`config.mk`:
```
export PLATFORM = sky130hd
export DESIGN_NAME = asq_sequencer_top
export DESIGN_NICKNAME = d
export VERILOG_FILES = /design/src/rtl/asq_pkg.sv /design/src/rtl/asq_averager.sv /design/src/rtl/asq_result_fifo.sv /design/src/rtl/asq_sequencer_top.sv
export VERILOG_INCLUDE_DIRS = /design/src /design/src/rtl
export SDC_FILE = /design/constraint.sdc
export NUM_CORES = 1
export LEC_CHECK = 0
export BUFFER_PORTS_ARGS = -buffer_cell sky130_fd_sc_hd__buf_2
export CORE_AREA = 2 2 247 249
export CTS_CLUSTER_DIAMETER = 120
export DETAILED_ROUTE_END_ITERATION = 8
export DIE_AREA = 0 0 249 251
export GPL_TIMING_DRIVEN = 0
export MAX_ROUTING_LAYER = met4
export SYNTH_ARGS = -nofsm -noshare
export SYNTH_HDL_FRONTEND = slang
export SYNTH_SLANG_ARGS = --single-unit
```
`constraint.sdc`:
```
create_clock -name ref_clk -period 7 [get_ports ref_clk]
set_clock_uncertainty 0.05 [all_clocks]
set_input_delay 1.4 -clock ref_clk [delete_from_list [all_inputs] [get_ports ref_clk]]
set_output_delay 1.4 -clock ref_clk [all_outputs]
set_load 0.01 [all_outputs]
```
`src/rtl/asq_cfg.svh`:
```
// Constants for the sample sequencer control block.
// Assumes inclusion by bare name from the rtl folder.
`ifndef ASQ_CFG_SVH
`define ASQ_CFG_SVH

// ****************************************************************
// Geometry
// ****************************************************************
`define ASQ_NUM_SEQ 4
`define ASQ_DEPTH0 8
`define ASQ_DEPTH1 4
`define ASQ_DEPTH2 4
`define ASQ_DEPTH3 1
`define ASQ_MAX_SLOTS 8
`define ASQ_RES_W 10
`define ASQ_WORD_W 32
`define ASQ_NIB_W 4

// ****************************************************************
// Control nibble fields
// ****************************************************************
`define ASQ_CTL_DIFF 0
`define ASQ_CTL_END 1
`define ASQ_CTL_IE 2
`define ASQ_CTL_TS 3

// ****************************************************************
// Trigger source codes, priority and averaging
// ****************************************************************
`define ASQ_TRIG_PROC 4'h0
`define ASQ_TRIG_EXT_FIRST 4'h1
`define ASQ_TRIG_EXT_LAST 4'h4
`define ASQ_TRIG_ALWAYS 4'hF
`define ASQ_PRI_RESET 16'h3210
`define ASQ_PRI_W 2
`define ASQ_AVG_MAX_LOG2 3'h6

// ****************************************************************
// Status word layout
// ****************************************************************
`define ASQ_STAT_TAIL_LSB 0
`define ASQ_STAT_HEAD_LSB 4
`define ASQ_STAT_EMPTY_BIT 8
`define ASQ_STAT_FULL_BIT 12

`endif

```
`src/rtl/asq_pkg.sv`:
```
// Types shared by the sample sequencer control block.
// Assumes asq_cfg.svh is reachable by bare name.
`include "asq_cfg.svh"

package asq_pkg;
    typedef logic [`ASQ_RES_W-1:0] asq_sample_t;
    typedef enum logic [3:0] {
        ASQ_IDLE = 4'b0001,
        ASQ_CONV = 4'b0010,
        ASQ_WAIT = 4'b0100,
        ASQ_AVG  = 4'b1000
    } asq_state_e;
endpackage

```
`src/rtl/asq_averager.sv`:
```
// Shared power-of-two averager between converter and result buffers.
// Assumes one sample pulse at a time and a stable factor per slot.
`include "asq_cfg.svh"

module asq_averager
    import asq_pkg::*;
(
    input wire logic ref_clk,
    input wire logic rst,
    input wire logic ce,
    input wire logic clear,
    input wire logic in_vld,
    input wire asq_sample_t in_data,
    input wire logic [2:0] log2_n,
    output logic out_vld_q,
    output asq_sample_t out_data_q
);
    // ****************************************************************
    // Accumulator
    // ****************************************************************
    logic [15:0] acc_q;
    logic [6:0] cnt_q;
    logic [2:0] shift;
    logic [6:0] last_cnt;
    logic [15:0] sum;

    assign shift = (log2_n > `ASQ_AVG_MAX_LOG2) ? `ASQ_AVG_MAX_LOG2 : log2_n;
    assign last_cnt = (7'h01 << shift) - 7'h01;
    assign sum = acc_q + 16'(in_data);

    always_ff @(posedge ref_clk or posedge rst) begin
        if (rst) begin
            acc_q <= '0;
            cnt_q <= '0;
            out_vld_q <= 1'b0;
            out_data_q <= '0;
        end else if (ce) begin
            out_vld_q <= 1'b0;
            if (clear) begin
                acc_q <= '0;
                cnt_q <= '0;
            end else if (in_vld && cnt_q == last_cnt) begin
                out_data_q <= `ASQ_RES_W'(sum >> shift);
                out_vld_q <= 1'b1;
                acc_q <= '0;
                cnt_q <= '0;
            end else if (in_vld) begin
                acc_q <= sum;
                cnt_q <= cnt_q + 7'h01;
            end
        end
    end
endmodule

```
`src/rtl/asq_result_fifo.sv`:
```
// Circular result buffer for one sequencer.
// Assumes single clock, push and pop from the control top.
`include "asq_cfg.svh"

module asq_result_fifo
    import asq_pkg::*;
#(
    parameter int DEPTH = 8,
    parameter int W = `ASQ_RES_W,
    parameter int PW = (DEPTH > 1) ? $clog2(DEPTH) : 1
) (
    input wire logic ref_clk,
    input wire logic rst,
    input wire logic ce,
    input wire logic push,
    input wire logic [W-1:0] push_data,
    input wire logic pop,
    output logic [W-1:0] rd_data_q,
    output logic full,
    output logic empty,
    output logic [PW-1:0] head_q,
    output logic [PW-1:0] tail_q,
    output logic overflow,
    output logic underflow
);
    // ****************************************************************
    // Storage and pointers
    // ****************************************************************
    logic [W-1:0] mem_q [DEPTH];
    logic [PW:0] cnt_q;
    logic push_ok;
    logic pop_ok;

    assign full = (cnt_q == (PW+1)'(DEPTH));
    assign empty = (cnt_q == '0);
    assign push_ok = push & ~full;
    assign pop_ok = pop & ~empty;
    assign overflow = push & full;
    assign underflow = pop & empty;

    function automatic logic [PW-1:0] wrap_inc(input logic [PW-1:0] p);
        wrap_inc = (p == PW'(DEPTH - 1)) ? '0 : p + PW'(1);
    endfunction

    always_ff @(posedge ref_clk or posedge rst) begin
        if (rst) begin
            head_q <= '0;
            tail_q <= '0;
            cnt_q <= '0;
            rd_data_q <= '0;
        end else if (ce) begin
            if (push_ok) begin
                tail_q <= wrap_inc(tail_q);
            end
            if (pop_ok) begin
                head_q <= wrap_inc(head_q);
                rd_data_q <= mem_q[head_q];
            end
            cnt_q <= cnt_q + (PW+1)'(push_ok) - (PW+1)'(pop_ok);
        end
    end

    always_ff @(posedge ref_clk) begin
        if (ce && push_ok) begin
            mem_q[tail_q] <= push_data;
        end
    end
endmodule

```
`src/rtl/asq_sequencer_top.sv`:
```
// Sample sequencer control: triggers, arbitration, slots, buffers, status.
// Assumes the converter core shares ref_clk and steady config while enabled.
//
// What this block does
// - Four sequencers, slot and buffer depths eight, four, four and one.
// - Result words are 32 bits with the result in the low ten.
// - Each slot has an input nibble and a control nibble.
// - Control nibble holds temp sensor, interrupt enable, end, differential.
// - Sequencers run only when enabled; settings writable while disabled.
// - One input may appear in many slots of a sequence.
// - Per-slot interrupt enable, any combination of slots.
// - End flag in any slot finishes the sequence after that slot.
// - Each result buffer is circular; each read pops the oldest.
// - Head, tail, full and empty visible per buffer.
// - Overflow and underflow kept in separate status words.
// - Raw and masked interrupt status; only masked ones drive irq.
// - Writing one clears an interrupt bit; zero does nothing.
// - Coinciding triggers served by priority value, zero highest.
// - Per-sequencer trigger select incl. processor and always sources.
// - Processor initiate bit starts a processor-triggered sequencer.
// - Always trigger keeps requesting and may starve lower priorities.
// - Averager folds up to 64 conversions into one entry.
// - Averaging off at reset; one factor for all inputs.
// - Loopback mode drives sequencing and buffers without the converter.
// - Control runs from the converter clock near 10 MHz.
// - Priority resets to 3210, sequencer zero highest.
// - Enable bits 3..0 activate their sequencers.
`include "asq_cfg.svh"

module asq_sequencer_top
    import asq_pkg::*;
#(
    parameter int NSEQ = `ASQ_NUM_SEQ
) (
    input wire logic ref_clk,
    input wire logic rst,
    input wire logic ce,
    input wire logic [3:0] active_sequencer_enable,
    input wire logic [3:0] irq_mask_reg,
    input wire logic [15:0] trigger_event_select,
    input wire logic [3:0][31:0] seq_input_select,
    input wire logic [3:0][31:0] seq_sample_control,
    input wire logic pri_wr,
    input wire logic [15:0] pri_wdata,
    input wire logic init_wr,
    input wire logic [3:0] processor_initiate,
    input wire logic irq_clr_wr,
    input wire logic [3:0] masked_irq_status_clear,
    input wire logic ovf_clr_wr,
    input wire logic [3:0] ovf_clr_bits,
    input wire logic udf_clr_wr,
    input wire logic [3:0] udf_clr_bits,
    input wire logic [2:0] averaging_control,
    input wire logic loopback_test_control,
    input wire logic [3:0] fifo_pop,
    input wire logic [3:0] ext_event,
    input wire logic conv_done,
    input wire asq_sample_t conv_data,
    output logic conv_start,
    output logic [3:0] conv_input_q,
    output logic conv_diff_q,
    output logic conv_temp_q,
    output logic [3:0][31:0] seq_result_fifo,
    output logic [3:0][31:0] seq_fifo_status_q,
    output logic [15:0] sequencer_priority_q,
    output logic [3:0] raw_irq_status_q,
    output logic [3:0] masked_irq_status_q,
    output logic irq_q,
    output logic [3:0] fifo_overflow_status_q,
    output logic [3:0] fifo_underflow_status_q,
    output logic busy
);
    // ****************************************************************
    // Helpers
    // ****************************************************************
    function automatic logic [3:0] depth_of(input logic [1:0] s);
        case (s)
            2'd0: depth_of = 4'(`ASQ_DEPTH0);
            2'd1: depth_of = 4'(`ASQ_DEPTH1);
            2'd2: depth_of = 4'(`ASQ_DEPTH2);
            default: depth_of = 4'(`ASQ_DEPTH3);
        endcase
    endfunction

    function automatic logic [3:0] nib(input logic [31:0] w, input logic [2:0] s);
        nib = w[4*s +: 4];
    endfunction

    // ****************************************************************
    // External event synchronisers and edge detect
    // ****************************************************************
    logic [3:0] ev_s1_q, ev_s2_q, ev_s3_q, ev_rise;
    assign ev_rise = ev_s2_q & ~ev_s3_q;

    always_ff @(posedge ref_clk or posedge rst) begin
        if (rst) begin
            ev_s1_q <= '0;
            ev_s2_q <= '0;
            ev_s3_q <= '0;
        end else if (ce) begin
            ev_s1_q <= ext_event;
            ev_s2_q <= ev_s1_q;
            ev_s3_q <= ev_s2_q;
        end
    end

    // ****************************************************************
    // Triggers and pending requests
    // ****************************************************************
    asq_state_e state_q, state_d;
    logic [3:0] trig_hit, pend_q, grant_vec;
    logic grant;
    logic [1:0] best_seq, best_pri;

    for (genvar g = 0; g < NSEQ; g++) begin : g_trig
        logic [3:0] sel;
        logic ext_hit;
        assign sel = trigger_event_select[4*g +: 4];
        assign ext_hit = (sel >= `ASQ_TRIG_EXT_FIRST) && (sel <= `ASQ_TRIG_EXT_LAST)
            && ev_rise[2'(sel - `ASQ_TRIG_EXT_FIRST)];
        // Only enabled sequencers see triggers
        assign trig_hit[g] = active_sequencer_enable[g] & (
            ((sel == `ASQ_TRIG_PROC) & init_wr & processor_initiate[g])
            | (sel == `ASQ_TRIG_ALWAYS)
            | ext_hit);
    end

    // Lowest priority value wins; ties fall to lower index
    always_comb begin
        grant = 1'b0;
        best_seq = '0;
        best_pri = 2'd3;
        for (int i = 0; i < NSEQ; i++) begin
            if (pend_q[i] && active_sequencer_enable[i] && (!grant ||
                sequencer_priority_q[4*i +: `ASQ_PRI_W] < best_pri)) begin
                grant = 1'b1;
                best_seq = 2'(i);
                best_pri = sequencer_priority_q[4*i +: `ASQ_PRI_W];
            end
        end
        grant = grant & (state_q == ASQ_IDLE);
    end

    assign grant_vec = grant ? (4'h1 << best_seq) : 4'h0;

    always_ff @(posedge ref_clk or posedge rst) begin
        if (rst) begin
            pend_q <= '0;
            sequencer_priority_q <= `ASQ_PRI_RESET;
        end else if (ce) begin
            // New trigger wins over the grant clear
            pend_q <= ((pend_q & ~grant_vec) | trig_hit) & active_sequencer_enable;
            if (pri_wr) begin
                sequencer_priority_q <= pri_wdata;
            end
        end
    end

    // ****************************************************************
    // Slot walk
    // ****************************************************************
    logic [1:0] cur_seq_q, load_seq;
    logic [2:0] slot_q, next_slot, load_slot;
    logic [3:0] cur_ctl_q, load_ctl;
    logic [4:0] lb_cnt_q;
    logic lb_q, aborted, last_slot, sample_vld, avg_vld, store, load;
    asq_sample_t sample_data, avg_data;

    assign aborted = (state_q != ASQ_IDLE) & ~active_sequencer_enable[cur_seq_q];
    // End flag or the sequencer's last slot closes the sequence
    assign last_slot = cur_ctl_q[`ASQ_CTL_END] ||
        ({1'b0, slot_q} == depth_of(cur_seq_q) - 4'h1);
    assign store = (state_q == ASQ_AVG) & avg_vld;
    assign next_slot = slot_q + 3'h1;
    assign load = grant | (store & ~last_slot);
    assign load_seq = grant ? best_seq : cur_seq_q;
    assign load_slot = grant ? 3'h0 : next_slot;
    assign load_ctl = nib(seq_sample_control[load_seq], load_slot);

    // Loopback supplies a tagged pattern instead of a conversion
    assign sample_vld = ((state_q == ASQ_CONV) & lb_q)
        | ((state_q == ASQ_WAIT) & conv_done & ~lb_q);
    assign sample_data = lb_q ? {cur_seq_q, slot_q, lb_cnt_q} : conv_data;
    assign conv_start = (state_q == ASQ_CONV) & ~lb_q & ~aborted;
    assign busy = (state_q != ASQ_IDLE);

    always_comb begin
        state_d = state_q;
        case (state_q)
            ASQ_IDLE: begin
                if (grant) begin
                    state_d = ASQ_CONV;
                end
            end
            ASQ_CONV: begin
                state_d = lb_q ? ASQ_AVG : ASQ_WAIT;
            end
            ASQ_WAIT: begin
                if (conv_done) begin
                    state_d = ASQ_AVG;
                end
            end
            ASQ_AVG: begin
                if (!avg_vld) begin
                    state_d = ASQ_CONV;
                end else if (last_slot) begin
                    state_d = ASQ_IDLE;
                end else begin
                    state_d = ASQ_CONV;
                end
            end
            default: begin
                state_d = ASQ_IDLE;
            end
        endcase
        if (aborted) begin
            state_d = ASQ_IDLE;
        end
    end

    always_ff @(posedge ref_clk or posedge rst) begin
        if (rst) begin
            state_q <= ASQ_IDLE;
            cur_seq_q <= '0;
            slot_q <= '0;
            cur_ctl_q <= '0;
            conv_input_q <= '0;
            conv_diff_q <= 1'b0;
            conv_temp_q <= 1'b0;
            lb_cnt_q <= '0;
            lb_q <= 1'b0;
        end else if (ce) begin
            state_q <= state_d;
            if (grant) begin
                lb_q <= loopback_test_control;
            end
            if (sample_vld && lb_q) begin
                lb_cnt_q <= lb_cnt_q + 5'h01;
            end
            // Fetch the slot's two nibbles
            if (load) begin
                cur_seq_q <= load_seq;
                slot_q <= load_slot;
                cur_ctl_q <= load_ctl;
                conv_input_q <= nib(seq_input_select[load_seq], load_slot);
                conv_diff_q <= load_ctl[`ASQ_CTL_DIFF];
                conv_temp_q <= load_ctl[`ASQ_CTL_TS];
            end
        end
    end

    // One shared averager, same factor for every input
    asq_averager u_avg (
        .ref_clk(ref_clk),
        .rst(rst),
        .ce(ce),
        .clear(aborted | grant),
        .in_vld(sample_vld),
        .in_data(sample_data),
        .log2_n(averaging_control),
        .out_vld_q(avg_vld),
        .out_data_q(avg_data)
    );

    // ****************************************************************
    // Result buffers
    // ****************************************************************
    logic [3:0] ovf_ev, udf_ev, irq_set;

    for (genvar g = 0; g < NSEQ; g++) begin : g_fifo
        localparam int DEP = (g == 0) ? `ASQ_DEPTH0 : (g == 1) ? `ASQ_DEPTH1 :
            (g == 2) ? `ASQ_DEPTH2 : `ASQ_DEPTH3;
        localparam int PW = (DEP > 1) ? $clog2(DEP) : 1;
        asq_sample_t rd;
        logic full, empty, push;
        logic [PW-1:0] head, tail;

        assign push = store & (cur_seq_q == 2'(g));
        assign irq_set[g] = push & cur_ctl_q[`ASQ_CTL_IE];

        // Circular buffer, pop returns oldest
        asq_result_fifo #(.DEPTH(DEP), .W(`ASQ_RES_W), .PW(PW)) u_fifo (
            .ref_clk(ref_clk),
            .rst(rst),
            .ce(ce),
            .push(push),
            .push_data(avg_data),
            .pop(fifo_pop[g]),
            .rd_data_q(rd),
            .full(full),
            .empty(empty),
            .head_q(head),
            .tail_q(tail),
            .overflow(ovf_ev[g]),
            .underflow(udf_ev[g])
        );

        assign seq_result_fifo[g] = {{(`ASQ_WORD_W - `ASQ_RES_W){1'b0}}, rd};

        always_ff @(posedge ref_clk or posedge rst) begin
            if (rst) begin
                seq_fifo_status_q[g] <= '0;
            end else if (ce) begin
                // Pointers and flags mirrored one cycle later
                seq_fifo_status_q[g] <= (32'(head) << `ASQ_STAT_HEAD_LSB)
                    | (32'(tail) << `ASQ_STAT_TAIL_LSB)
                    | (32'(empty) << `ASQ_STAT_EMPTY_BIT)
                    | (32'(full) << `ASQ_STAT_FULL_BIT);
            end
        end
    end

    // ****************************************************************
    // Sticky status and interrupt
    // ****************************************************************
    logic [3:0] irq_clr, ovf_clr, udf_clr, raw_d;

    assign irq_clr = irq_clr_wr ? masked_irq_status_clear : 4'h0;
    assign ovf_clr = ovf_clr_wr ? ovf_clr_bits : 4'h0;
    assign udf_clr = udf_clr_wr ? udf_clr_bits : 4'h0;
    assign raw_d = (raw_irq_status_q & ~irq_clr) | irq_set;

    always_ff @(posedge ref_clk or posedge rst) begin
        if (rst) begin
            raw_irq_status_q <= '0;
            masked_irq_status_q <= '0;
            irq_q <= 1'b0;
            fifo_overflow_status_q <= '0;
            fifo_underflow_status_q <= '0;
        end else if (ce) begin
            raw_irq_status_q <= raw_d;
            // Masked view and line follow raw status
            masked_irq_status_q <= raw_d & irq_mask_reg;
            irq_q <= |(raw_d & irq_mask_reg);
            // Separate sticky words, event beats clear
            fifo_overflow_status_q <= (fifo_overflow_status_q & ~ovf_clr) | ovf_ev;
            fifo_underflow_status_q <= (fifo_underflow_status_q & ~udf_clr) | udf_ev;
        end
    end
endmodule

```
After elaboration in Yosys (flattened, before gate mapping):

Memory sizes are Yosys's and may differ from the RTL's. A register that Yosys moved wholly into a read port is not among the register bits.
Index checks and enable logic that the tools add are counted.

* input port bits: 343
* word-level logic and storage cells: 334
* latch bits: 0
* memory bits (writable): 170
* memory bits (read-only): 0
* register bits after elaboration: 263
* memories: 4
* output and inout bits: 297

Memory list
* g_fifo[0].u_fifo.mem_q: words 8, width 10, rd ports 1, clocked after Yosys merged registers in 1, wr ports 1, RTL line asq_result_fifo.sv:29 `logic [W-1:0] mem_q [DEPTH];`
* g_fifo[1].u_fifo.mem_q: words 4, width 10, rd ports 1, clocked after Yosys merged registers in 1, wr ports 1, RTL line asq_result_fifo.sv:29
* g_fifo[2].u_fifo.mem_q: words 4, width 10, rd ports 1, clocked after Yosys merged registers in 1, wr ports 1, RTL line asq_result_fifo.sv:29
* g_fifo[3].u_fifo.mem_q: words 1, width 10, rd ports 1, clocked after Yosys merged registers in 1, wr ports 1, RTL line asq_result_fifo.sv:29

* divide/modulo/power cells: 0
* bitwise operators: 97
* equal/unequal tests: 26
* add/subtract/negate cells: 26
* multipliers: 0
* reduce and logical (&&, ||, !) cells: 55
* multiplexer cells: 64
* $lt $le $gt $ge: 18
* shifts and indexed selects: 5

Operators by type and width (count)
* binary-select mux 32 bit (select 2 bit): 2
* two-way mux 32 bit: 2
* indexed part select 32 x 6 -> 4 bit: 2
* OR 9 x 13 -> 13 bit: 4
* two-way mux 16 bit: 3
* bitwise AND 1 bit: 45
* two-way mux 4 bit: 8
* bitwise AND 4 bit: 7
* AND reduction 2 bit: 13
* == test 4 bit, second input constant: 6
* two-way mux 2 bit: 12
* two-way mux 1 bit: 22
* logical AND 1 bit: 21
* two-way mux 7 bit: 3
* logical NOT 4 bit: 5
* NOT 4 bit: 5
* less-than comparator 2 x 3 -> 1 bit, second input constant: 6
* OR 6 x 9 -> 9 bit: 2
* adder 16 x 10 -> 16 bit: 1
* greater-or-equal comparator 4 x 1 -> 1 bit, second input constant: 4
* less-or-equal comparator 4 x 3 -> 1 bit, second input constant: 4
* OR 4 bit: 4
* one-hot mux 4 bit (4 select lines): 1
* >> shifter 16 x 3 -> 10 bit: 1
* 47 further kinds: 108

Logic depth before layout (Yosys ltp):

Gate-level depths: netlist of the first run.

* depth after elaboration: 20
* gate-level depth with buffers: 21
* mapped depth without buffers: 18

By module:

A second synthesis of the first run with hierarchy kept.

* cell total of the unflattened synthesis: 1888
* area, all modules: 21301.7 µm²

Modules (own cells, without submodules)
* asq_sequencer_top: cells an instance 990, instances 1, area each 8744.6 µm², sequential area each 2408.6 µm²
* asq_result_fifo (g_fifo[0].u_fifo): cells an instance 258, instances 1, area each 4225.3 µm², sequential area each 2902.8 µm²
* asq_averager: cells an instance 350, instances 1, area each 2862.7 µm², sequential area each 850.8 µm²
* asq_result_fifo (g_fifo[2].u_fifo): cells an instance 119, instances 1, area each 2304.7 µm², sequential area each 1626.6 µm²
* asq_result_fifo (g_fifo[1].u_fifo): cells an instance 119, instances 1, area each 2302.2 µm², sequential area each 1626.6 µm²
* asq_result_fifo (g_fifo[3].u_fifo): cells an instance 52, instances 1, area each 862.1 µm², sequential area each 600.6 µm²

Least setup slack after synthesis of the first run:

OpenSTA, ideal clock, no wires.

* path type: input to register
* from: in active_sequencer_enable[0]
* to: reg conv_input_q[1]
* library setup time: 0.129 ns
* buffers on the path: 2
* data required time: 6.821 ns
* path slack: 2.427 ns
* stages: 18
* arrival time: 4.395 ns
* cells stage by stage: nand2_1 > o22ai_1 > ha_1 > nor2_1 > o311a_1 > o31a_1 > nor2_1 > a21oi_1 > ha_1 > o31ai_1 > or3_1 > and2_1 > buf_2 > nor2_2 > clkbuf_1 > nand3_1 > nand4_1 > nand3_1

* longest elaborated chain between the ends: 19
* elaborated cells between the ends (all ways): 31
* those cells by class: order compare: 3; shift: 1; mux: 14; bitwise: 2; reduce/logical: 11

Ends and longest elaborated chain
* from (decl): RTL line asq_sequencer_top.sv:38 `input wire logic [3:0] active_sequencer_enable,`
* logical AND 1 bit (*): RTL line asq_sequencer_top.sv:134 `if (pend_q[i] && active_sequencer_enable[i] && (!grant ||`
* two-way mux 2 bit or two-way mux 1 bit (tied branches): RTL line asq_sequencer_top.sv:134
* less-than comparator 2 bit or logical NOT 1 bit (tied branches): RTL line asq_sequencer_top.sv:135, asq_sequencer_top.sv:134
* logical OR 1 bit: RTL line asq_sequencer_top.sv:134
* logical AND 1 bit: RTL line asq_sequencer_top.sv:134
* two-way mux 2 bit or two-way mux 1 bit (tied branches): RTL line asq_sequencer_top.sv:134
* less-than comparator 2 bit or logical NOT 1 bit (tied branches): RTL line asq_sequencer_top.sv:135, asq_sequencer_top.sv:134
* logical OR 1 bit: RTL line asq_sequencer_top.sv:134
* (+3 left out)
* logical OR 1 bit: RTL line asq_sequencer_top.sv:134
* logical AND 1 bit: RTL line asq_sequencer_top.sv:134
* two-way mux 1 bit: RTL line asq_sequencer_top.sv:134
* bitwise AND 1 bit: RTL line asq_sequencer_top.sv:141 `grant = grant & (state_q == ASQ_IDLE);`
* two-way mux 2 bit: RTL line asq_sequencer_top.sv:176 `assign load_seq = grant ? best_seq : cur_seq_q;`
* binary-select mux 32 bit (select 2 bit): RTL line asq_sequencer_top.sv:245 `conv_input_q <= nib(seq_input_select[load_seq], load_slot);`
* two-way mux 32 bit (implied by the code): RTL line asq_sequencer_top.sv:245
* indexed part select 32 x 6 -> 4 bit: RTL line asq_sequencer_top.sv:86 `nib = w[4*s +: 4];`
* to (signal assigned): RTL line asq_sequencer_top.sv:245
* to (decl): RTL line asq_sequencer_top.sv:60 `output logic [3:0] conv_input_q,`

Mark *: on every way between the ends. The rest lies on a longest branch, timed or not. The select of a mux whose other input is x is not followed.
A chain may end at the register's enable or synchronous reset.

Final worst setup path of the first run:

* from: in active_sequencer_enable[0]
* to: reg conv_temp_q

* longest elaborated chain between the ends: 19
* elaborated cells between the ends (all ways): 31
* those cells by class: order compare: 3; shift: 1; mux: 14; bitwise: 2; reduce/logical: 11

Ends and longest elaborated chain
* logical AND 1 bit (*): RTL line asq_sequencer_top.sv:134
* two-way mux 2 bit or two-way mux 1 bit (tied branches): RTL line asq_sequencer_top.sv:134
* less-than comparator 2 bit or logical NOT 1 bit (tied branches): RTL line asq_sequencer_top.sv:135, asq_sequencer_top.sv:134
* logical OR 1 bit: RTL line asq_sequencer_top.sv:134
* logical AND 1 bit: RTL line asq_sequencer_top.sv:134
* two-way mux 2 bit or two-way mux 1 bit (tied branches): RTL line asq_sequencer_top.sv:134
* less-than comparator 2 bit or logical NOT 1 bit (tied branches): RTL line asq_sequencer_top.sv:135, asq_sequencer_top.sv:134
* logical OR 1 bit: RTL line asq_sequencer_top.sv:134
* (+3 left out)
* logical OR 1 bit: RTL line asq_sequencer_top.sv:134
* logical AND 1 bit: RTL line asq_sequencer_top.sv:134
* two-way mux 1 bit: RTL line asq_sequencer_top.sv:134
* bitwise AND 1 bit: RTL line asq_sequencer_top.sv:141
* two-way mux 2 bit: RTL line asq_sequencer_top.sv:176
* binary-select mux 32 bit (select 2 bit): RTL line asq_sequencer_top.sv:178 `assign load_ctl = nib(seq_sample_control[load_seq], load_slot);`
* two-way mux 32 bit (implied by the code): RTL line asq_sequencer_top.sv:178
* indexed part select 32 x 6 -> 4 bit: RTL line asq_sequencer_top.sv:86
* to (signal assigned): RTL line asq_sequencer_top.sv:247 `` conv_temp_q <= load_ctl[`ASQ_CTL_TS]; ``
* to (decl): RTL line asq_sequencer_top.sv:62 `output logic conv_temp_q,`

Marks and branches as above.

==> results of run 1 <==
## critical path: cells and delay by family
| kind | cells | cell delay [ns] |
|---|---|---|
| AO/OA/AOI/OAI | 6 | 1.19 |
| adder cells (fa/ha/maj) | 2 | 0.59 |
| buffers and inverters | 3 | 0.99 |
| AND/OR/NAND/NOR | 9 | 1.71 |
## stage by stage
stage	power (uW)	setup TNS [ns]
floorplan	5110	0
global placement	6410	-447.98
detailed placement	6480	0
CTS	8590	0
global route	9020	0
finish	8560	0
## per-layer routing
layer / vias up / part of all wire [%]
li1: 8065 / -
met3: 127 / 9.7
met1: 8792 / 41
met5: - / 0
met4: 0 / 3.1
met2: 868 / 46
## power groups by stage
stage	clock, uW	sequential [uW]	combinational, uW
final	2090	2870	3600
after global routing	2220	2920	3880
after CTS	2130	2870	3580
after detailed placement	0	2910	3570
after global placement	0	2900	3520
after floorplan	0	2890	2220
## Yosys cell counts, drive strengths merged, types with 16 or more instances
| cell | instances |
|---|---|
| edfxtp | 170 |
| a211oi | 26 |
| mux2 | 95 |
| buf | 237 |
| a21oi | 57 |
| nor2b | 16 |
| clkbuf | 49 |
| inv | 57 |
| nand4 | 34 |
| nor2 | 69 |
| mux4 | 43 |
| a21o | 18 |
| nor3 | 32 |
| a31oi | 36 |
| mux2i | 39 |
| dfrtp | 189 |
| o21ai | 93 |
| nand3 | 108 |
| ha | 63 |
| nand2 | 313 |
## cells by family (layout without fill, tap and decap cells)
logic type	count (synthesis)	in the layout
multiplexers	177	177
XOR/XNOR	29	29
AO/OA/AOI/OAI	323	323
flip-flops	364	364
AND/OR/NAND/NOR	639	639
other	1	228
buffers and inverters	343	864
adder cells (fa/ha/maj)	68	68
## sequential cells by signal, indices dropped and copies added, names as in the netlist, 4 cells and up
signal / flops
u_avg.acc_q: 16
sequencer_priority_q: 16
masked_irq_status_q: 4
u_avg.out_data_q: 10
fifo_overflow_status_q: 4
state_q: 4
conv_input_q: 4
ev_s1_q: 4
lb_cnt_q: 5
g_fifo.u_fifo.cnt_q: 12
u_avg.cnt_q: 7
g_fifo.u_fifo.head_q: 7
g_fifo.u_fifo.rd_data_q: 40
ev_s3_q: 4
pend_q: 4
g_fifo.u_fifo.tail_q: 7
seq_fifo_status_q: 22
raw_irq_status_q: 4
fifo_underflow_status_q: 4
g_fifo.u_fifo.mem_q: 170
ev_s2_q: 4
## layout make-up
class,instances,area [um2],share of cell area [%]
inverters,57,221,0.849
well taps,782,978,3.75
clock buffers,58,1160,4.46
flip-flops and latches,364,9970,38.2
repair buffers,445,2250,8.63
diodes,34,85.1,0.326
multi-input cells,1430,9390,36.0
clock inverters,18,146,0.561
plain buffers,286,1890,7.25
## worst min path at each step
stage	from	to	slack, ns	cells past startpoint
after floorplan	lb_cnt_q[4]$_DFFE_PP0P_	lb_cnt_q[4]$_DFFE_PP0P_	0.39	1
after global placement	lb_cnt_q[4]$_DFFE_PP0P_	lb_cnt_q[4]$_DFFE_PP0P_	0.41	1
after detailed placement	lb_cnt_q[4]$_DFFE_PP0P_	lb_cnt_q[4]$_DFFE_PP0P_	0.41	1
after CTS	lb_cnt_q[4]$_DFFE_PP0P_	lb_cnt_q[4]$_DFFE_PP0P_	0.42	1
after global routing	fifo_underflow_status_q[2]$_DFFE_PP0P_	fifo_underflow_status_q[2]$_DFFE_PP0P_	0.44	1
final	lb_cnt_q[4]$_DFFE_PP0P_	lb_cnt_q[4]$_DFFE_PP0P_	0.42	1
## cell usage in the layout (no fill, tap or decap), drive strengths merged, types with 58 or more instances in the layout
cell / Yosys / layout
buf: 237 / 682
nand2: 313 / 313
conb: 1 / 194
dfrtp: 189 / 189
edfxtp: 170 / 170
nand3: 108 / 108
clkbuf: 49 / 107
mux2: 95 / 95
o21ai: 93 / 93
nor2: 69 / 69
ha: 63 / 63
inv: 57 / 58
==> results.tsv, run 1 <==
stage	metric	value	unit
status	status	complete, but fails checks	
status	violations	design-rule violations	
cts	hold_buffers	0	
floorplanning	num_rows	90	
synthesis	synth-seq-cells	364	
final_layout	nFillCells	5772	
global_routing	met1_usage	34.5	%
power	power.density	328	mW/mm2
place	dp.cells	3364	
worst_setup_path	crit_end	conv_temp_q$_DFFE_PP0P_	
worst_setup_path	crit_required	7.39	ns
timing	hold_violations	0	
synthesis	yosysTopAreaCell	edfxtp_1	
synthesis	postSynth.asyncResetShare	53.3	%
cts	insertion_delay	0.57	ns
floorplanning	die_h	251	um
global_routing	antenna_found_initial	39	
synthesis	synth_ff_type	dfrtp_1	
final_layout	fin_area	0.0261	mm2
synthesis	synthMuxAreaShare	11.7	%
final_layout	syn2layout_area_growth	26.1	%
detailed_routing	drtAntennaViolNets	0	
floorplanning	die_x	249	um
synthesis	ys_seq_area_share	48.2	%
final_layout	layout.nets	3035	
global_routing	grt-busiest-layer	met2	
final_layout	drive_above_1_share	33.7	%
global_routing	grt_util_met3	7.47	%
synthesis	synth_top_area_share	24.7	%
power	p_int	5120	uW
power	clkPwrFrac	24.4	%
place	port-buffer-count	443	
synthesis	synth.distinct_cells	79	
detailed_routing	wl_per_cell	24.3	um
timing	finalCritPeriodShare	78.8	%
worst_setup_path	ff2ff_path_depth	18	
power	netSwitchingPower	3430	uW
cts	htreeDepth	2	
power	p_sw_share	40.1	%
floorplanning	num_io_pins	640	
worst_setup_path	path_class	in2reg	
cts	cts_setup_buffers	0	
timing	fmax	0.181	GHz
detailed_routing	drc	2	
global_routing	grt_use_met2	41.9	%
synthesis	syn_inst	1944	
worst_setup_path	start_kind	input pin	
worst_setup_path	cp_cell_sequence	buf_2 > nand2_1 > o22ai_1 > ha_1 > nor2_1 > o311a_1 > o31a_1 > nor2_1 > a21oi_1 > ha_1 > nor2_1 > a211oi_1 > a211oi_1 > and2_1 > buf_2 > nor2_2 > clkbuf_1 > nand3_1 > nand4_1 > nand4_1	
power	p_leak	0.0116	uW
synthesis	synth_top_family_by_area	simple AND/OR/NAND/NOR gates	
power	seq_power_share	33.6	%
detailed_routing	vias	17852	
global_routing	grt_usage	27.1	%
floorplanning	initial_utilization	34.6	%
global_routing	grt_pass1_wl	119000	um
global_routing	grt_pass1_vias	17417	
cts	clockBufferDepth	3	
timing	finalSetupViolCount	0	
cts	numCtsBuffers	41	
detailed_routing	drt-vias-per-instance	5.14	
place	place_area	0.0247	mm2
worst_setup_path	startpoint	active_sequencer_enable[0]	
worst_hold_path	worstHoldPathType	reg2reg	
worst_setup_path	worstSetupEndpointType	flop	
worst_setup_path	cp_common_cell	nor2_1	
synthesis	synth-edff-count	170	
worst_setup_path	slowest_delay	0.65	ns
job	drv_cap	0	
place	place.detailed.hpwl	68300	um
place	gp_congestion	1.00	
detailed_routing	routed_wl	84500	um
synthesis	yosys.area_share.simple	14.1	%
worst_setup_path	crit_slowest_cell	nor2_2	
synthesis	synth-xor-area-share	1.23	%
timing	slew_viol_final	0	
power	power_frac_comb	42.0	%
cts	cts.clk_slew.worst_paths	0.06	ns
floorplanning	core_area	0.0598	mm2
cts	clock-root-buffer	clkbuf_16	
cts	cts_tree	built	
worst_setup_path	worstPathArrival	5.91	ns
final_layout	final_cells	3474	
timing	relSlewSlack	25.8	%
power	ir_drop	157	uV
worst_setup_path	timing.rr.start	sequencer_priority_q[5]$_DFFE_PP0P_	
place	place_ws	1.04	ns
synthesis	ys.warnings.count	0	
synthesis	synth_compound_area_share	10.3	%
floorplanning	die_area	0.0625	mm2
detailed_routing	drt_iter0_drc	1432	
timing	setup_ws	1.48	ns
detailed_routing	first_pass_iters	8	
worst_setup_path	critPathMaxFanout	10	
synthesis	synthAdderAreaFrac	4.25	%
cts	ctsResizeCount	0	
global_routing	grt_overflow	0	
timing	hold-worst-slack	0.417	ns
worst_setup_path	r2r-end	conv_temp_q$_DFFE_PP0P_	
timing	rsz0062_at_grt	false	
synthesis	syn_area	0.0207	mm2
worst_setup_path	r2r_slack	2.05	ns
timing	period_needed	5.52	ns
final_layout	fin_util	43.6	%
synthesis	netlist_top_cells_area	edfxtp_1 25%, dfrtp_1 23%, buf_4 7.3%, nand2_1 5.7%, mux2_2 5.2%	
cts	cts_sinks	364	
timing	worst_slew_pin_slew	1.11	ns
synthesis	avgSynthCellArea	10.6	um2
global_routing	grt_max_degree	103	
Note: power is estimated with default switching activity, not from simulation.
==> inputs of run 2 (changes only) <==
- clock period: 7 -> 4.7 ns (I/O delays scaled with it)
==> run 2 against run 1 <==
  * The run now ends clean
  * Final cell count is 0.46% higher
  * Sequential share of layout area is 0.30 points lower
  * Register-to-register slack worse by 1.7 ns
  * Sequential cell count stayed put
  * Worst hold slack better by 0.011 ns
  * Power is 51% higher
  * Global-route usage is 0.19 points higher
  * Clock power is 54% higher
  * Critical path depth is 1 lower
  * Setup slack worse by 1.2 ns
  * Via count is 0.85% higher
  * Cell area is 0.80% higher
  * Critical endpoint is now conv_input_q[1]$_DFFE_PP0P_
  * Largest cell class unchanged
  * Largest power group unchanged
  * Highest routed layer unchanged
==> results.tsv, run 2 (synthesis results as in run 1) <==
stage	metric	value	unit	change
place	gp_congestion	0.976		-2.8%
final_layout	drive_above_1_share	34.2	%	+0.42 points
global_routing	grt_max_degree	39		-62%
cts	cts_tree	built		
place	place_ws	-0.807	ns	-1.84 ns
power	p_int	7710	uW	+50%
place	port-buffer-count	443		unchanged
final_layout	nFillCells	5804		+0.55%
timing	relSlewSlack	26.9	%	+1.1 points
worst_setup_path	ff2ff_path_depth	17		-1
cts	clockBufferDepth	3		unchanged
worst_setup_path	crit_buf_inv	3		unchanged
cts	cts.clk_slew.worst_paths	0.06	ns	about the same
power	clkPwrFrac	25.0	%	+0.6 points
detailed_routing	routed_wl	84700	um	+0.25%
cts	numCtsBuffers	42		+2.4%
worst_hold_path	worstHoldPathType	reg2reg		
timing	rsz0062_at_grt	false		
timing	fmax	0.224	GHz	
final_layout	largest_reg_flops	170		unchanged
final_layout	layout.nets	3042		+0.23%
status	status	finished clean		
detailed_routing	wl_per_cell	24.3	um	-0.21%
floorplanning	num_io_pins	640		unchanged
global_routing	grt_overflow	0		unchanged
detailed_routing	drtAntennaViolNets	0		unchanged
worst_setup_path	critPathMaxFanout	10		unchanged
timing	period_needed	4.46	ns	
worst_setup_path	worstSetupEndpointType	flop		
final_layout	mostFrequentLayoutCells	454 x buf_2, 313 x nand2_1, 202 x buf_4		
floorplanning	die_x	249	um	unchanged
worst_setup_path	crit_required	5.10	ns	-2.29 ns
power	netSwitchingPower	5180	uW	+51%
final_layout	reg_top3	g_fifo.u_fifo.mem_q (170), g_fifo.u_fifo.rd_data_q (40), seq_fifo_status_q (22)		
detailed_routing	drt-vias-per-instance	5.16		+0.39%
global_routing	grt_pass1_vias	17561		+0.83%
power	p_leak	0.0116	uW	+0.61%
global_routing	antenna_found_initial	49		+26%
floorplanning	core_area	0.0598	mm2	unchanged
floorplanning	die_h	251	um	unchanged
worst_hold_path	hold_path_depth	2		+1
cts	htreeDepth	2		unchanged
floorplanning	num_rows	90		unchanged
detailed_routing	first_pass_iters	5		-3
final_layout	layout_commonest_cell	buf_2		
cts	insertion_delay	0.59	ns	+0.02 ns
final_layout	regMostFlops	g_fifo.u_fifo.mem_q		
timing	worst_slew_pin_slew	1.09	ns	-0.0164 ns
power	seq_power_share	33.2	%	-0.4 points
detailed_routing	drt_iter0_drc	1301		-9.1%
global_routing	grt_usage	27.2	%	+0.19 points
worst_setup_path	path_depth	19		-5.0%
timing	setup_ws	0.245	ns	-1.24 ns
power	ir_drop	272	uV	+73%
detailed_routing	vias	18004		+0.85%
worst_setup_path	cp_cell_sequence	buf_2 > nand2_1 > o22ai_2 > ha_2 > nor2_1 > o311a_1 > o31a_1 > nor2_1 > a21oi_1 > ha_1 > o31ai_1 > or3_1 > and2_1 > buf_2 > nor2_4 > clkbuf_4 > nand3_1 > a31oi_1 > nand3_1		
worst_setup_path	slowest_delay	0.40	ns	-0.25 ns
job	drv_cap	0		unchanged
final_layout	syn2layout_area_growth	27.1	%	
floorplanning	initial_utilization	34.6	%	unchanged
power	power.density	490	mW/mm2	+49%
timing	tns	0	ns	unchanged
global_routing	grt_pass1_wl	121000	um	+1.1%
place	place.detailed.hpwl	68900	um	+0.96%
final_layout	seqCellArea	0.00997	mm2	unchanged
final_layout	multi_input_area	0.00941	mm2	+0.25%
timing	hold_violations	0		unchanged
cts	clock-root-buffer	clkbuf_16		
worst_setup_path	worstPathArrival	4.85	ns	-1.06 ns
cts	cts_sinks	364		unchanged
worst_setup_path	path_class	in2reg		
worst_setup_path	crit_slowest_cell	nor2_4		
power	power_frac_comb	41.8	%	-0.2 points
power	p_sw_share	40.2	%	+0.046 points
cts	cts_setup_buffers	0		unchanged
worst_setup_path	start_kind	input pin		
detailed_routing	drc	0		-2
timing	finalSetupViolCount	0		unchanged
floorplanning	die_area	0.0625	mm2	unchanged
timing	slew_viol_final	0		unchanged
worst_setup_path	cp_top_family	simple AND/OR/NAND/NOR gates		
timing	finalCritPeriodShare	94.8	%	
## run 2: power by group through the flow
stage / Clock, uW / Sequential, uW / Combinational (uW)
6_report: 3220 / 4280 / 5390
3_5_place_dp: 0 / 4340 / 5280
4_1_cts: 3270 / 4280 / 5310
2_1_floorplan: 0 / 4310 / 3310
3_3_place_gp: 0 / 4310 / 5210
5_1_grt: 3410 / 4340 / 5820
## run 2: layer usage
layer  routed length, um  GRT usage, %
met5                   0             -
met4                3100          9.77
met3                8200          6.65
met2               39100          42.9
met1               34200          34.2
## run 2: per-stage QoR
| stage | cell area [um2] | hold slack, ns | power (uW) | utilization, % | instances |
|---|---|---|---|---|---|
| floorplan | 21400 | 0.390 | 7620 | - | 2137 |
| global placement | 24600 | 0.408 | 9520 | 41.2 | 3362 |
| detailed placement | 24800 | 0.414 | 9620 | 41.4 | 3370 |
| CTS | 26100 | 0.422 | 12900 | 43.7 | 3448 |
| global route | 26300 | 0.440 | 13600 | 43.9 | 3474 |
| finish | 26300 | 0.428 | 12900 | 44.0 | 3490 |
## run 2: final cells by class
cell class                      instances  share of cell area (%)
Inverter                               57                   0.828
Sequential cell                       364                    37.9
Clock inverter                         24                   0.909
Tap cell                              782                    3.72
Buffer                                286                    7.33
Timing Repair Buffer                  451                    8.89
Clock buffer                           54                    4.24
Multi-Input combinational cell       1430                    35.8
Antenna cell                           42                   0.400
## run 2: path summary, 6_finish.rpt
| path | slack [ns] | startpoint | end |
|---|---|---|---|
| hold reg to reg | 0.43 | fifo_overflow_status_q[3]$_DFFE_PP0P_ | fifo_overflow_status_q[3]$_DFFE_PP0P_ |
| min in group asynchronous | 0.47 | rst | ev_s1_q[0]$_DFFE_PP0P_ |
| max in group asynchronous | 3.11 | rst | state_q[0]$_DFFE_PP1P_ |
| setup / recovery | 0.24 | active_sequencer_enable[0] | conv_input_q[1]$_DFFE_PP0P_ |
| setup reg to reg | 0.33 | sequencer_priority_q[1]$_DFFE_PP0P_ | conv_input_q[1]$_DFFE_PP0P_ |
| hold / removal | 0.43 | fifo_overflow_status_q[3]$_DFFE_PP0P_ | fifo_overflow_status_q[3]$_DFFE_PP0P_ |
## run 2: timing repair
| item | CTS | global route |
|---|---|---|
| hold buffers | 0 | 0 |
| setup endpoints to repair | 7 | 8 |
| cloned | 0 | 0 |
| hold endpoints to repair | 0 | 0 |
| resized for setup | 1 | 24 |
## run 2: worst reg2reg max path, stage by stage, from the launching register on
cell and delay [ns]:
dfrtp_1 0.56, o22ai_2 0.15, ha_2 0.37, nor2_1 0.04
o311a_1 0.35, o31a_1 0.15, nor2_1 0.11, a21oi_1 0.05
ha_1 0.30, o31ai_1 0.07, or3_1 0.39, and2_1 0.20
buf_2 0.20, nor2_4 0.40, clkbuf_4 0.37, nand3_1 0.11
a31oi_1 0.26, nand3_1 0.10
